$ cat src/atm_pkg.sv
package atm_pkg;

  // ----------------------------------------
  // Register indices and byte addresses
  // ----------------------------------------
  localparam logic [7:0]  IDX_TRIM_SRC_CTRL   = 8'h21;
  localparam logic [7:0]  IDX_CAL_PHASE_TGT   = 8'h22;
  localparam logic [7:0]  IDX_CAL_RESULT_DISP = 8'h23;
  localparam logic [7:0]  IDX_MOD_DEPTH_CTRL  = 8'h24;
  localparam logic [7:0]  IDX_SEGMENT_MASK    = 8'h26;
  localparam logic [7:0]  IDX_CAL_CONTROL     = 8'h30;
  localparam int          ADDR_W              = 12;
  localparam logic [11:0] ADDR_TRIM_SRC_CTRL   = {2'h0, IDX_TRIM_SRC_CTRL, 2'h0};
  localparam logic [11:0] ADDR_CAL_PHASE_TGT   = {2'h0, IDX_CAL_PHASE_TGT, 2'h0};
  localparam logic [11:0] ADDR_CAL_RESULT_DISP = {2'h0, IDX_CAL_RESULT_DISP, 2'h0};
  localparam logic [11:0] ADDR_MOD_DEPTH_CTRL  = {2'h0, IDX_MOD_DEPTH_CTRL, 2'h0};
  localparam logic [11:0] ADDR_SEGMENT_MASK    = {2'h0, IDX_SEGMENT_MASK, 2'h0};
  localparam logic [11:0] ADDR_CAL_CONTROL     = {2'h0, IDX_CAL_CONTROL, 2'h0};

  // ----------------------------------------
  // Field positions
  // ----------------------------------------
  localparam int TRIM_SRC_BIT  = 7;
  localparam int TRIM_MAN_MSB  = 6;
  localparam int TRIM_MAN_LSB  = 3;
  localparam int DISP_RES_MSB  = 7;
  localparam int DISP_RES_LSB  = 4;
  localparam int DISP_ERR_BIT  = 3;
  localparam int MOD_SRC_BIT   = 7;
  localparam int MOD_LVL_MSB   = 6;
  localparam int MOD_LVL_LSB   = 1;
  localparam int CTL_DEFAULT_BIT = 0;

  // ----------------------------------------
  // Reset values and write masks
  // ----------------------------------------
  localparam logic [7:0] RST_TRIM_SRC_CTRL = 8'h00;
  localparam logic [7:0] RST_CAL_PHASE_TGT = 8'h80;
  localparam logic [7:0] RST_CAL_RESULT    = 8'h00;
  localparam logic [7:0] RST_MOD_DEPTH     = 8'h00;
  localparam logic [7:0] RST_SEGMENT_MASK  = 8'h00;
  localparam logic [7:0] MSK_TRIM_SRC_CTRL = 8'hf8;
  localparam logic [7:0] MSK_CAL_PHASE_TGT = 8'hff;
  localparam logic [7:0] MSK_MOD_DEPTH     = 8'hfe;
  localparam logic [7:0] MSK_SEGMENT_MASK  = 8'hff;

  // ----------------------------------------
  // AXI responses
  // ----------------------------------------
  localparam logic [1:0] RESP_OKAY   = 2'h0;
  localparam logic [1:0] RESP_SLVERR = 2'h2;

endpackage : atm_pkg

$ cat src/atm_reg_if.sv
`timescale 1ns/1ps
interface atm_reg_if;
  logic                   wr_en;
  logic [atm_pkg::ADDR_W-1:0] wr_addr;
  logic [7:0]             wr_data;
  logic [3:0]             wr_strb;
  logic                   wr_ok;
  logic [atm_pkg::ADDR_W-1:0] rd_addr;
  logic [7:0]             rd_data;
  logic                   rd_ok;

  modport bus (output wr_en, output wr_addr, output wr_data, output wr_strb, output rd_addr,
               input wr_ok, input rd_data, input rd_ok);
  modport regs (input wr_en, input wr_addr, input wr_data, input wr_strb, input rd_addr,
                output wr_ok, output rd_data, output rd_ok);
endinterface : atm_reg_if

$ cat src/atm_axil_slave.sv
`timescale 1ns/1ps
module atm_axil_slave (
  // Clock and reset
  input  wire logic                       aclk,
  input  wire logic                       aresetn,
  // Write address and data
  input  wire logic                       awvalid,
  output      logic                       awready,
  input  wire logic [atm_pkg::ADDR_W-1:0] awaddr,
  input  wire logic                       wvalid,
  output      logic                       wready,
  input  wire logic [31:0]                wdata,
  input  wire logic [3:0]                 wstrb,
  // Write response
  output      logic                       bvalid,
  input  wire logic                       bready,
  output      logic [1:0]                 bresp,
  // Read channels
  input  wire logic                       arvalid,
  output      logic                       arready,
  input  wire logic [atm_pkg::ADDR_W-1:0] araddr,
  output      logic                       rvalid,
  input  wire logic                       rready,
  output      logic [31:0]                rdata,
  output      logic [1:0]                 rresp,
  // Register side
  atm_reg_if.bus                          rif
);

  logic                       aw_held_ff;
  logic                       w_held_ff;
  logic [atm_pkg::ADDR_W-1:0] aw_addr_ff;
  logic [7:0]                 w_data_ff;
  logic [3:0]                 w_strb_ff;
  logic                       bvalid_ff;
  logic [1:0]                 bresp_ff;
  logic                       rvalid_ff;
  logic [31:0]                rdata_ff;
  logic [1:0]                 rresp_ff;
  logic                       do_write;
  logic                       awready_ff;
  logic                       wready_ff;
  logic                       arready_ff;
  logic                       nxt_aw_held;
  logic                       nxt_w_held;
  logic                       nxt_bvalid;
  logic                       nxt_rvalid;

  assign awready  = awready_ff;
  assign wready   = wready_ff;
  assign arready  = arready_ff;
  assign do_write = aw_held_ff && w_held_ff && !bvalid_ff;

  // ----------------------------------------
  // Registered ready flags
  // ----------------------------------------
  assign nxt_aw_held = (aw_held_ff || (awvalid && awready_ff)) && !do_write;
  assign nxt_w_held  = (w_held_ff || (wvalid && wready_ff)) && !do_write;
  assign nxt_bvalid  = do_write || (bvalid_ff && !bready);
  assign nxt_rvalid  = (arvalid && arready_ff) || (rvalid_ff && !rready);

  always_ff @(posedge aclk) begin
    if (!aresetn) begin
      awready_ff <= 1'b0;
      wready_ff  <= 1'b0;
      arready_ff <= 1'b0;
    end else begin
      awready_ff <= !nxt_aw_held && !nxt_bvalid;
      wready_ff  <= !nxt_w_held && !nxt_bvalid;
      arready_ff <= !nxt_rvalid;
    end
  end

  assign rif.wr_en   = do_write;
  assign rif.wr_addr = aw_addr_ff;
  assign rif.wr_data = w_data_ff;
  assign rif.wr_strb = w_strb_ff;
  assign rif.rd_addr = araddr;

  assign bvalid = bvalid_ff;
  assign bresp  = bresp_ff;
  assign rvalid = rvalid_ff;
  assign rdata  = rdata_ff;
  assign rresp  = rresp_ff;

  // ----------------------------------------
  // Write path
  // ----------------------------------------
  always_ff @(posedge aclk) begin
    if (!aresetn) begin
      aw_held_ff <= 1'b0;
      w_held_ff  <= 1'b0;
      aw_addr_ff <= '0;
      w_data_ff  <= 8'h00;
      w_strb_ff  <= 4'h0;
      bvalid_ff  <= 1'b0;
      bresp_ff   <= atm_pkg::RESP_OKAY;
    end else begin
      if (awvalid && awready) begin
        aw_held_ff <= 1'b1;
        aw_addr_ff <= awaddr;
      end
      if (wvalid && wready) begin
        w_held_ff <= 1'b1;
        w_data_ff <= wdata[7:0];
        w_strb_ff <= wstrb;
      end
      if (do_write) begin
        aw_held_ff <= 1'b0;
        w_held_ff  <= 1'b0;
        bvalid_ff  <= 1'b1;
        bresp_ff   <= rif.wr_ok ? atm_pkg::RESP_OKAY : atm_pkg::RESP_SLVERR;
      end else if (bvalid_ff && bready) begin
        bvalid_ff <= 1'b0;
      end
    end
  end

  // ----------------------------------------
  // Read path
  // ----------------------------------------
  always_ff @(posedge aclk) begin
    if (!aresetn) begin
      rvalid_ff <= 1'b0;
      rdata_ff  <= 32'h0000_0000;
      rresp_ff  <= atm_pkg::RESP_OKAY;
    end else if (arvalid && arready) begin
      rvalid_ff <= 1'b1;
      rdata_ff  <= {24'h00_0000, rif.rd_data};
      rresp_ff  <= rif.rd_ok ? atm_pkg::RESP_OKAY : atm_pkg::RESP_SLVERR;
    end else if (rvalid_ff && rready) begin
      rvalid_ff <= 1'b0;
    end
  end

endmodule : atm_axil_slave

$ cat src/atm_regs.sv
`timescale 1ns/1ps
// Functional notes
// - Bit 7 of trim source control picks the trim switch source.
// - Source bit 0 drives trim switches from antenna calibration result.
// - Source bit 1 drives trim switches from manual bits 6..3, bit 6 MSB.
// - Manual trim bit 1 turns on switch in both trim pin groups.
// - Eight-bit target phase, default MSB 1, others 0.
// - Calibration outcome stored read-only in display bits 7..4, bit 7 MSB.
// - Displayed result bit 1 means that trim transistor on, result selected.
// - Error flag bit 3 set when calibration cannot reach resonance.
// - Display register cleared at power-up and on set-default.
// - Writable registers return to defaults at power-up and set-default.
// - Modulation source 0 takes level from six-bit field bits 6..1.
// - Modulation depth calibration updates six-bit level when selected.
// - Modulation source 1 takes level from eight-bit segment mask.
// - Manual mask bit 1 disables matching segment only while AM modulated.
module atm_regs #(
  parameter int TRIM_W = 4,
  parameter int LVL_W  = 6,
  parameter int SEG_W  = 8
) (
  // Clock and reset
  input  wire logic                       aclk,
  input  wire logic                       aresetn,
  // AXI4-Lite write address and data
  input  wire logic                       s_axi_awvalid,
  output      logic                       s_axi_awready,
  input  wire logic [atm_pkg::ADDR_W-1:0] s_axi_awaddr,
  input  wire logic                       s_axi_wvalid,
  output      logic                       s_axi_wready,
  input  wire logic [31:0]                s_axi_wdata,
  input  wire logic [3:0]                 s_axi_wstrb,
  // AXI4-Lite write response
  output      logic                       s_axi_bvalid,
  input  wire logic                       s_axi_bready,
  output      logic [1:0]                 s_axi_bresp,
  // AXI4-Lite read
  input  wire logic                       s_axi_arvalid,
  output      logic                       s_axi_arready,
  input  wire logic [atm_pkg::ADDR_W-1:0] s_axi_araddr,
  output      logic                       s_axi_rvalid,
  input  wire logic                       s_axi_rready,
  output      logic [31:0]                s_axi_rdata,
  output      logic [1:0]                 s_axi_rresp,
  // Antenna calibration engine
  input  wire logic                       ant_cal_done,
  input  wire logic [TRIM_W-1:0]          ant_cal_result,
  input  wire logic                       ant_cal_fail,
  // Modulation depth calibration engine
  input  wire logic                       mod_cal_done,
  input  wire logic [LVL_W-1:0]           mod_cal_level,
  // Driver state
  input  wire logic                       am_modulated,
  // Trim switch and driver outputs
  output      logic [TRIM_W-1:0]          trim_pins_group_one,
  output      logic [TRIM_W-1:0]          trim_pins_group_two,
  output      logic [7:0]                 target_phase,
  output      logic                       mod_level_use_field,
  output      logic [LVL_W-1:0]           mod_level,
  output      logic [SEG_W-1:0]           segment_disable
);

  atm_reg_if rif ();

  logic [7:0]        trim_ctrl_ff;
  logic [7:0]        phase_tgt_ff;
  logic [7:0]        cal_disp_ff;
  logic [7:0]        mod_ctrl_ff;
  logic [7:0]        seg_mask_ff;
  logic [TRIM_W-1:0] trim_one_ff;
  logic [TRIM_W-1:0] trim_two_ff;
  logic [7:0]        tphase_ff;
  logic              use_field_ff;
  logic [LVL_W-1:0]  mod_level_ff;
  logic [SEG_W-1:0]  seg_dis_ff;
  logic              set_default;
  logic              wr_byte;
  logic [7:0]        rd_val;
  logic              rd_hit;
  logic              wr_hit;
  logic [TRIM_W-1:0] nxt_trim;
  logic              modulation_source_select;
  logic [LVL_W-1:0]  lvl_field;

  atm_axil_slave u_bus (
    .aclk    (aclk),
    .aresetn (aresetn),
    .awvalid (s_axi_awvalid),
    .awready (s_axi_awready),
    .awaddr  (s_axi_awaddr),
    .wvalid  (s_axi_wvalid),
    .wready  (s_axi_wready),
    .wdata   (s_axi_wdata),
    .wstrb   (s_axi_wstrb),
    .bvalid  (s_axi_bvalid),
    .bready  (s_axi_bready),
    .bresp   (s_axi_bresp),
    .arvalid (s_axi_arvalid),
    .arready (s_axi_arready),
    .araddr  (s_axi_araddr),
    .rvalid  (s_axi_rvalid),
    .rready  (s_axi_rready),
    .rdata   (s_axi_rdata),
    .rresp   (s_axi_rresp),
    .rif     (rif)
  );

  // ----------------------------------------
  // Write decode
  // ----------------------------------------
  assign wr_byte = rif.wr_en && rif.wr_strb[0];
  assign set_default = wr_byte && (rif.wr_addr == atm_pkg::ADDR_CAL_CONTROL) &&
                       rif.wr_data[atm_pkg::CTL_DEFAULT_BIT];

  always_comb begin
    wr_hit = 1'b1;
    if (rif.wr_addr == atm_pkg::ADDR_TRIM_SRC_CTRL) begin
      wr_hit = 1'b1;
    end else if (rif.wr_addr == atm_pkg::ADDR_CAL_PHASE_TGT) begin
      wr_hit = 1'b1;
    end else if (rif.wr_addr == atm_pkg::ADDR_CAL_RESULT_DISP) begin
      wr_hit = 1'b1;
    end else if (rif.wr_addr == atm_pkg::ADDR_MOD_DEPTH_CTRL) begin
      wr_hit = 1'b1;
    end else if (rif.wr_addr == atm_pkg::ADDR_SEGMENT_MASK) begin
      wr_hit = 1'b1;
    end else if (rif.wr_addr == atm_pkg::ADDR_CAL_CONTROL) begin
      wr_hit = 1'b1;
    end else begin
      wr_hit = 1'b0;
    end
  end
  assign rif.wr_ok = wr_hit;

  // ----------------------------------------
  // Trim source control
  // ----------------------------------------
  always_ff @(posedge aclk) begin
    if (!aresetn || set_default) begin
      trim_ctrl_ff <= atm_pkg::RST_TRIM_SRC_CTRL;
    end else if (wr_byte && rif.wr_addr == atm_pkg::ADDR_TRIM_SRC_CTRL) begin
      trim_ctrl_ff <= rif.wr_data & atm_pkg::MSK_TRIM_SRC_CTRL;
    end
  end

  // ----------------------------------------
  // Calibration phase target
  // ----------------------------------------
  always_ff @(posedge aclk) begin
    if (!aresetn || set_default) begin
      phase_tgt_ff <= atm_pkg::RST_CAL_PHASE_TGT;
    end else if (wr_byte && rif.wr_addr == atm_pkg::ADDR_CAL_PHASE_TGT) begin
      phase_tgt_ff <= rif.wr_data & atm_pkg::MSK_CAL_PHASE_TGT;
    end
  end

  // ----------------------------------------
  // Calibration result display
  // ----------------------------------------
  always_ff @(posedge aclk) begin
    if (!aresetn || set_default) begin
      cal_disp_ff <= atm_pkg::RST_CAL_RESULT;
    end else if (ant_cal_done) begin
      cal_disp_ff <= 8'h00;
      cal_disp_ff[atm_pkg::DISP_RES_MSB:atm_pkg::DISP_RES_LSB] <= ant_cal_result;
      cal_disp_ff[atm_pkg::DISP_ERR_BIT] <= ant_cal_fail;
    end
  end

  // ----------------------------------------
  // Modulation depth control
  // ----------------------------------------
  assign modulation_source_select = mod_ctrl_ff[atm_pkg::MOD_SRC_BIT];
  assign lvl_field = mod_ctrl_ff[atm_pkg::MOD_LVL_MSB:atm_pkg::MOD_LVL_LSB];

  always_ff @(posedge aclk) begin
    if (!aresetn || set_default) begin
      mod_ctrl_ff <= atm_pkg::RST_MOD_DEPTH;
    end else if (mod_cal_done && !modulation_source_select) begin
      mod_ctrl_ff[atm_pkg::MOD_LVL_MSB:atm_pkg::MOD_LVL_LSB] <= mod_cal_level;
    end else if (wr_byte && rif.wr_addr == atm_pkg::ADDR_MOD_DEPTH_CTRL) begin
      mod_ctrl_ff <= rif.wr_data & atm_pkg::MSK_MOD_DEPTH;
    end
  end

  // ----------------------------------------
  // Manual segment mask
  // ----------------------------------------
  always_ff @(posedge aclk) begin
    if (!aresetn || set_default) begin
      seg_mask_ff <= atm_pkg::RST_SEGMENT_MASK;
    end else if (wr_byte && rif.wr_addr == atm_pkg::ADDR_SEGMENT_MASK) begin
      seg_mask_ff <= rif.wr_data & atm_pkg::MSK_SEGMENT_MASK;
    end
  end

  // ----------------------------------------
  // Read decode
  // ----------------------------------------
  always_comb begin
    rd_val = 8'h00;
    rd_hit = 1'b1;
    if (rif.rd_addr == atm_pkg::ADDR_TRIM_SRC_CTRL) begin
      rd_val = trim_ctrl_ff;
    end else if (rif.rd_addr == atm_pkg::ADDR_CAL_PHASE_TGT) begin
      rd_val = phase_tgt_ff;
    end else if (rif.rd_addr == atm_pkg::ADDR_CAL_RESULT_DISP) begin
      rd_val = cal_disp_ff;
    end else if (rif.rd_addr == atm_pkg::ADDR_MOD_DEPTH_CTRL) begin
      rd_val = mod_ctrl_ff;
    end else if (rif.rd_addr == atm_pkg::ADDR_SEGMENT_MASK) begin
      rd_val = seg_mask_ff;
    end else if (rif.rd_addr == atm_pkg::ADDR_CAL_CONTROL) begin
      rd_val = 8'h00;
    end else begin
      rd_hit = 1'b0;
    end
  end
  assign rif.rd_data = rd_val;
  assign rif.rd_ok   = rd_hit;

  // ----------------------------------------
  // Trim switch drive
  // ----------------------------------------
  always_comb begin
    if (trim_ctrl_ff[atm_pkg::TRIM_SRC_BIT]) begin
      nxt_trim = trim_ctrl_ff[atm_pkg::TRIM_MAN_MSB:atm_pkg::TRIM_MAN_LSB];
    end else begin
      nxt_trim = cal_disp_ff[atm_pkg::DISP_RES_MSB:atm_pkg::DISP_RES_LSB];
    end
  end

  always_ff @(posedge aclk) begin
    if (!aresetn) begin
      trim_one_ff <= '0;
      trim_two_ff <= '0;
    end else begin
      trim_one_ff <= nxt_trim;
      trim_two_ff <= nxt_trim;
    end
  end

  // ----------------------------------------
  // Driver level drive
  // ----------------------------------------
  always_ff @(posedge aclk) begin
    if (!aresetn) begin
      tphase_ff    <= atm_pkg::RST_CAL_PHASE_TGT;
      use_field_ff <= 1'b1;
      mod_level_ff <= '0;
      seg_dis_ff   <= '0;
    end else begin
      tphase_ff    <= phase_tgt_ff;
      use_field_ff <= !modulation_source_select;
      mod_level_ff <= lvl_field;
      seg_dis_ff   <= (modulation_source_select && am_modulated) ? seg_mask_ff : '0;
    end
  end

  assign trim_pins_group_one = trim_one_ff;
  assign trim_pins_group_two = trim_two_ff;
  assign target_phase        = tphase_ff;
  assign mod_level_use_field = use_field_ff;
  assign mod_level           = mod_level_ff;
  assign segment_disable     = seg_dis_ff;

endmodule : atm_regs

$ cat config.mk
export PLATFORM = sky130hd
export DESIGN_NAME = atm_regs
export DESIGN_NICKNAME = d
export VERILOG_FILES = /design/src/atm_pkg.sv /design/src/atm_reg_if.sv /design/src/atm_axil_slave.sv /design/src/atm_regs.sv
export SDC_FILE = /design/constraint.sdc
export NUM_CORES = 1
export LEC_CHECK = 0
export ABC_AREA = 0
export ABC_CLOCK_PERIOD_IN_PS = 1520
export BUFFER_PORTS_ARGS = -buffer_cell sky130_fd_sc_hd__buf_2
export CAP_MARGIN = 10
export CORE_MARGIN = 3
export CORE_UTILIZATION = 45
export DETAILED_ROUTE_END_ITERATION = 12
export PLACE_DENSITY_LB_ADDON = 0.12
export SLEW_MARGIN = 10
export SYNTH_ARGS = -nofsm -noshare
export SYNTH_HDL_FRONTEND = slang
export SYNTH_SLANG_ARGS = --single-unit
$ cat constraint.sdc
create_clock -name aclk -period 1.52 [get_ports aclk]
set_input_delay 0.076 -clock aclk [delete_from_list [all_inputs] [get_ports aclk]]
set_output_delay 0.076 -clock aclk [all_outputs]
set_load 0.05 [all_outputs]
==> results of run 1 <==
where the power goes:
part / leakage (nW) / internal, mW / switching, mW / total (mW)
Clock: 0.114 / 0.985 / 0.895 / 1.88
Sequential: 0.800 / 2.64 / 0.0673 / 2.71
Combinational: 1.60 / 0.265 / 0.467 / 0.732
Total: 2.52 / 3.89 / 1.43 / 5.32
cell usage after synthesis, types with 2 or more instances:
library cell / count / share of area [%]
mux2_2: 2 / 0.54
nand2_1: 50 / 4.5
or3b_2: 2 / 0.42
o21ai_0: 10 / 1.2
buf_4: 30 / 5.4
a21oi_1: 2 / 0.24
nor3b_1: 2 / 0.36
nand4_1: 2 / 0.30
nand2b_1: 6 / 0.90
a22oi_1: 2 / 0.36
nor4b_1: 6 / 1.3
and2_1: 24 / 3.6
o21a_1: 2 / 0.36
dfxtp_1: 98 / 47
nor4_4: 2 / 1.0
buf_6: 3 / 0.81
and3_1: 4 / 0.60
inv_1: 5 / 0.45
a211oi_1: 6 / 1.1
clkbuf_1: 18 / 1.6
o22ai_1: 4 / 0.60
nor2_1: 36 / 3.2
nand3_1: 20 / 2.4
a22o_1: 2 / 0.42
mux2i_1: 44 / 11
a21boi_0: 22 / 3.9
nor3_1: 2 / 0.24
nor2b_1: 8 / 1.2
nand4_2: 2 / 0.60
final timing paths:
check	cells past startpoint	slack, ns	end	from
hold / removal	3	0.01	mod_ctrl_ff[5]$_SDFFE_PP0P_	mod_cal_level[4]
setup reg to reg	6	0.02	mod_ctrl_ff[2]$_SDFFE_PP0P_	u_bus.rif.wr_addr[8]$_SDFFE_PN0P_
hold reg to reg	2	0.47	u_bus.rif.wr_strb[0]$_SDFFE_PN0P_	u_bus.rif.wr_strb[0]$_SDFFE_PN0P_
setup / recovery	6	0.02	mod_ctrl_ff[2]$_SDFFE_PP0P_	u_bus.rif.wr_addr[8]$_SDFFE_PN0P_
routing by layer:
layer | vias to the layer above | share of wire (%) | track usage, %
met5 | - | 0 | 0
met1 | 1566 | 48 | 25.2
met3 | 13 | 5.7 | 3.96
met2 | 106 | 45 | 30.6
met4 | 0 | 1.5 | 6.26
li1 | 1707 | - | -
final cells by class:
class                           instances  share of cell area (%)
Sequential cell                        98                    36.8
Tap cell                              108                    2.52
Clock buffer                           11                    2.64
Timing Repair Buffer                  150                    18.7
Inverter                                5                   0.350
Clock inverter                          5                    1.61
Multi-Input combinational cell        306                    37.3
logic make-up after synthesis:
group,synth area share (%)
flip-flops,46.9
buffers and inverters,8.47
AO/OA/AOI/OAI,9.63
other,0.0897
AND/OR/NAND/NOR,23.8
multiplexers,11.1
sequential cells by signal, indices dropped and copies added, names as in the netlist, 4 cells and up:
| signal | count |
|---|---|
| u_bus.rif.wr_addr | 12 |
| phase_tgt_ff | 8 |
| seg_mask_ff | 8 |
| segment_disable | 8 |
| target_phase | 8 |
| u_bus.rdata | 8 |
| u_bus.rif.wr_data | 8 |
| mod_ctrl_ff | 7 |
| mod_level | 6 |
| cal_disp_ff | 5 |
| trim_ctrl_ff | 5 |
| trim_pins_group_two | 4 |
worst max-delay path, cell delays in order (launching register included):
cell and delay [ns]:
dfxtp_1 0.35, nor4_4 0.28, buf_6 0.17, nand4_2 0.11
buf_12 0.17, mux2i_1 0.13, a211oi_2 0.21
repair_timing:
action                                  in CTS  in global routing
endpoints found under the setup margin      29                 33
gates resized for setup                      5                  7
hold buffers                                26                  0
setup buffers                                1                  1
pin swaps                                    0                  6
hold endpoints to repair                    26                  0
==> run summary, run 1 <==
Outcome: finished, final reports clean
Core region area: 8890 µm²
First-pass GRT wire length: 15600 µm
Clock Tree Buf Depth: 2
Vias per Instance: 4.97
Initial Util: 47.0%
EDFF count, synth: 0
Finished Cell Area: 5360 µm²
Synth Cell Area: 4180 µm²
FFs w/ async S/R, synth: 0%
# diodes: 0
TritonCTS clock tree: yes
Vias: 3392
Reg clk slew, reported paths: 0.10 ns
Peak supply drop: 463 µV
Main synth FF type: dfxtp_1
RSZ-0062 raised after global routing: true
Crit path time final: 1.50 ns
Final period util: 98.5%
Antenna Nets Post-Route: 0
Pre-Repair DR Iteration Count: 4
Area of the multi-input gates: 2000 µm²
H-tree levels: 3
Register area: 1970 µm²
Final #Nets: 651
Setup TNS: 0 ns
Pin count of the biggest net entering global routing: 28
Min-Delay Path Class: input pin to register
IO buf count: 99
Final Core Density: 60.3%
Clk_skew: 0.0128 ns
Mean Syn Cell Area: 9.57 µm²
Die Y-Extent: 102 µm
Commonest cells after routing, fill and taps aside: 99 x buf_2, 91 x dfxtp_1, 50 x nand2_1
Initial antenna violation count: 0
Pins over their slew limit: 0
Cell Area, Placed: 4820 µm²
Non-filler cells in the finished layout: 683
Sequential area share after synthesis: 46.9%
IO Count: 153
Pwr dens: 993 nW/µm²
Number of global-route vias before repair: 3254
Commonest non-fill, non-tap cell in the layout: buf_2
Worst setup path class: register to register
Die width: 102 µm
Critical path endpoint category: register
Setup ws final: 0.0235 ns
Setup WS pre-CTS: -0.0474 ns
Cells after Synth: 437
Synth cell types: 50
Post-DP HPWL: 7340 µm
Worst path required time: 1.81 ns
Post-Route WL: 9630 µm
Crit start category: register
Detailed-route wire length per cell: 14.1 µm
FMAX: 668 MHz
Gp weighted congestion: 0.841
Grt total ovfl: 0
Leak: 2.52 nW
Overall Global Routing Usage: 18.9%
CTS Root Cell: clkbuf_8
Post-synthesis register bit count: 98
MaxCap Viol Count: 0
Worst hold slack: 0.0124 ns
Hold Fails Final Rpt: 0
Die area: 10500 µm²
Residual DRC: 0
Layout cells sized above 1: 28.9%
CTS buffer count: 9
Critical path arrival: 1.79 ns
Synth warn: 0
Fillers: 787
Placed Cells: 639
DRT iter0 DRCs: 95
Syn-to-layout area delta: 28.1%
Cell Rows: 34
Max Fanout on Critical Path: 7
Setup violations, final: 0
Clock sinks: 98
Total power: 5.32 mW
Latest clock arrival within the worst-skew pair: 0.36 ns
Note: power is estimated with default switching activity, not from simulation.
==> run 2: changes to the inputs <==
ABC_AREA = 1   (was 0)
PLACE_DENSITY = 0.77   (was unset)
PLACE_DENSITY_LB_ADDON = unset   (was 0.12)
==> run summary, run 2 <==
Synth warn: 0 (unchanged)
Synth top area share: 46.7% (-0.17 points)
Setup WS pre-CTS: -0.00110 ns (+0.0463 ns)
Area leader, netlist: dfxtp_1
Antenna Nets Post-Route: 0 (unchanged)
Pins over their slew limit: 0 (unchanged)
RSZ-0062 raised after global routing: true
H-tree levels: 3 (unchanged)
Pre-Repair DR Iteration Count: 5 (+1)
Vias: 3905 (+15%)
Mean Syn Cell Area: 7.31 µm² (-24%)
FMAX: 669 MHz (+0.11%)
Post-Route WL: 10100 µm (+4.7%)
CTS buffer count: 9 (unchanged)
Worst setup path class: register to register
Critical path arrival: 1.74 ns (-0.05 ns)
Worst path required time: 1.77 ns (-0.04 ns)
Leak: 2.52 nW (about the same)
Core region area: 8890 µm² (unchanged)
Pwr dens: 966 nW/µm² (-2.6%)
Initial antenna violation count: 0 (unchanged)
Hold Fails Final Rpt: 1 (+1)
Post-synthesis mux area share: 0.805% (-10 points)
Setup violations, final: 0 (unchanged)
Grt total ovfl: 0 (unchanged)
R2r worst-path depth: 9 (+3)
Die width: 103 µm (+0.17%)
IO buf count: 99 (unchanged)
Peak supply drop: 522 µV (+13%)
WP buf/inv: 4 (+2)
Hold EP: u_bus.rif.wr_addr[6]$_SDFFE_PN0P_
Area contributors post-synth: dfxtp_1 47%, nand2_1 9.8%, inv_1 7.3%, o21ai_0 6.8%, a21oi_1 6.1%
Cell Area, Placed: 4700 µm² (-2.4%)
Post-synth top cells: 110 x nand2_1, 98 x dfxtp_1, 82 x inv_1
Reg2reg start: u_bus.bvalid$_SDFFE_PN0P_
Setup ws final: 0.0251 ns (+0.00161 ns)
Post-synthesis simple-gate area fraction: 23.1% (-0.71 points)
Final period util: 98.3% (-0.11 points)
Fillers: 781 (-0.76%)
Hold wc startpoint: s_axi_awaddr[6]
Residual DRC: 0 (unchanged)
Initial Util: 47.2% (+0.17 points)
Placed Cells: 772 (+21%)
Max incr delay on CP: 0.33 ns (-0.02 ns)
Finished Cell Area: 5160 µm² (-3.7%)
IO Count: 153 (unchanged)
Commonest cells after routing, fill and taps aside: 107 x nand2_1, 99 x buf_2, 95 x dfxtp_1
Final #Nets: 781 (+20%)
Critical path's top delay family: simple AND/OR/NAND/NOR gates
Sequential area share after synthesis: 46.7% (-0.17 points)
Synth cell types: 28 (-44%)
Post-Synth Adder-Cell Area: 0% (unchanged)
Outcome: finished, violations left
# diodes: 0 (unchanged)
DRT iter0 DRCs: 163 (+72%)
Latest clock arrival within the worst-skew pair: 0.36 ns (about the same)
FFs w/ async S/R, synth: 0% (unchanged)
Synth Area in Compound Gates: 14.6% (+5.0 points)
Crit start category: register
Critical path endpoint category: register
Most numerous cell in the Yosys netlist: nand2_1
Violated checks: hold timing
WHS Path Cells: 3 (unchanged)
Reg clk slew, reported paths: 0.09 ns (about the same)
Slowest CP cell: dfxtp_2
Worst R2R End: seg_mask_ff[4]$_SDFFE_PP0P_
Crit path time final: 1.49 ns (-0.00161 ns)
Vias per Instance: 4.80 (-3.3%)
Number of global-route vias before repair: 3559 (+9.4%)
Crit path cell chain: inv_2 -> nand3_2 -> nor2_4 -> buf_6 -> inv_1 -> nor2_4 -> clkinvlp_4 -> o21ai_0 -> a21oi_1
Most used cell, CP: nor2_4
Cells after Synth: 574 (+31%)
Max Fanout on Critical Path: 5 (-2)
Combinational family with the most area after synthesis: simple AND/OR/NAND/NOR gates
TritonCTS clock tree: yes
Die Y-Extent: 103 µm (+0.17%)
First-pass GRT wire length: 15900 µm (+1.9%)
Gp weighted congestion: 0.830 (-1.3%)
Detailed-route wire length per cell: 12.4 µm (-12%)
CTS Root Cell: clkbuf_8
XOR/XNOR Fraction of Synth Area: 0% (unchanged)
Layout cells sized above 1: 22.4% (-6.5 points)
Syn-to-layout area delta: 22.9%
Die area: 10500 µm² (+0.34%)
Clock sinks: 98 (unchanged)
EDFF count, synth: 0 (unchanged)
Max FFs per register: 12 (unchanged)
Clock Tree Buf Depth: 2 (unchanged)
Main synth FF type: dfxtp_1
Commonest non-fill, non-tap cell in the layout: nand2_1
Min-Delay Path Class: input pin to register
MaxCap Viol Count: 0 (unchanged)
Pin count of the biggest net entering global routing: 19 (-32%)
Synth Cell Area: 4200 µm² (+0.36%)
Post-synthesis register bit count: 98 (unchanged)
FF-to-FF setup slack: 0.03 ns (about the same)
Post-DP HPWL: 7580 µm (+3.3%)
Overall Global Routing Usage: 19.1% (+0.16 points)
Clk_skew: 0.00815 ns (-0.00465 ns)
Non-filler cells in the finished layout: 813 (+19%)
Worst hold slack: -0.00265 ns (-0.0150 ns)
Cell Rows: 34 (unchanged)
[run 2: cell types whose count changed after synthesis, sizes merged, moves of 9 or more]
cell    delta
inv       +78
and2      -25
mux2i     -44
nand2     +61
clkbuf     -9
a21oi     +49
o21ai     +49
nor2      +39
a21boi    -22
[run 2: per-layer routing]
metal | part of all wire, % | vias to the layer above | GRT usage, %
li1 | - | 2012 | -
met1 | 45 | 1732 | 24.5
met2 | 46 | 147 | 31.4
met3 | 8.1 | 14 | 5.07
met4 | 1.4 | 0 | 5.85
met5 | 0 | - | 0
[run 2: timing repair]
item | in CTS | in global routing
pin swaps | 0 | 3
hold buffers | 21 | 0
setup endpoints to repair | 3 | 21
cloned | 0 | 1
resized for setup | 1 | 23
setup buffers | 0 | 3
hold endpoints to repair | 19 | 0
[run 2: worst max-delay path by stage]
stage | start | end | slack (ns) | depth (start not counted)
global route | u_bus.bvalid$_SDFFE_PN0P_ | seg_mask_ff[4]$_SDFFE_PP0P_ | -0.07 | 9
floorplan | u_bus.arready$_SDFF_PN0_ | u_bus.rdata[6]$_SDFFE_PN0P_ | 0.005 | 6
finish | u_bus.bvalid$_SDFFE_PN0P_ | seg_mask_ff[4]$_SDFFE_PP0P_ | 0.03 | 9
CTS | u_bus.rif.wr_addr[0]$_SDFFE_PN0P_ | mod_ctrl_ff[5]$_SDFFE_PP0P_ | 0.01 | 8
global placement | u_bus.rif.wr_addr[0]$_SDFFE_PN0P_ | mod_ctrl_ff[3]$_SDFFE_PP0P_ | 0.08 | 8
detailed placement | u_bus.rif.wr_addr[0]$_SDFFE_PN0P_ | mod_ctrl_ff[4]$_SDFFE_PP0P_ | -0.001 | 8
[run 2: cell families (layout without fill, tap and decap cells)]
group	after synthesis	count (layout)
AOI/OAI and AO/OA	116	116
buffers and inverters	129	235
DFF	98	98
muxes	3	3
other	1	26
and+or+nand+nor	227	227
[run 2: worst reg2reg max path, delay by kind of cell, from the launching register on]
kind                   cells  cell delay, ns
DFF                        1            0.33
AOI/OAI and AO/OA          2            0.21
buffers and inverters      4            0.40
and+or+nand+nor            3            0.45
[run 2: per-stage QoR]
stage               power, mW  util [%]  setup TNS, ns
finish                   4.99      58.0              0
CTS                      4.99      57.2              0
floorplan                3.35         -              0
detailed placement       3.49      52.9       -0.00110
global placement         3.47      52.9              0
global route             5.19      58.0         -0.409
[run 2: layout make-up]
class                      count  area (µm²)  share of cell area (%)
clock buffer                  12         145                    2.81
clock inverter                 4        27.5                   0.534
inverter                      86         323                    6.26
multi-input combinational    372        1760                    34.0
sequential                    98        1970                    38.1
tap                          108         135                    2.62
timing repair buffer         132         800                    15.5
timing repair inverter         1        7.51                   0.146
[run 2: power breakdown]
part | leakage, nW | internal [mW] | switching [mW] | total (mW)
sequential | 0.800 | 2.66 | 0.0735 | 2.74
clock | 0.0903 | 0.642 | 0.848 | 1.49
combinational | 1.63 | 0.224 | 0.537 | 0.760
total | 2.52 | 3.53 | 1.46 | 4.99
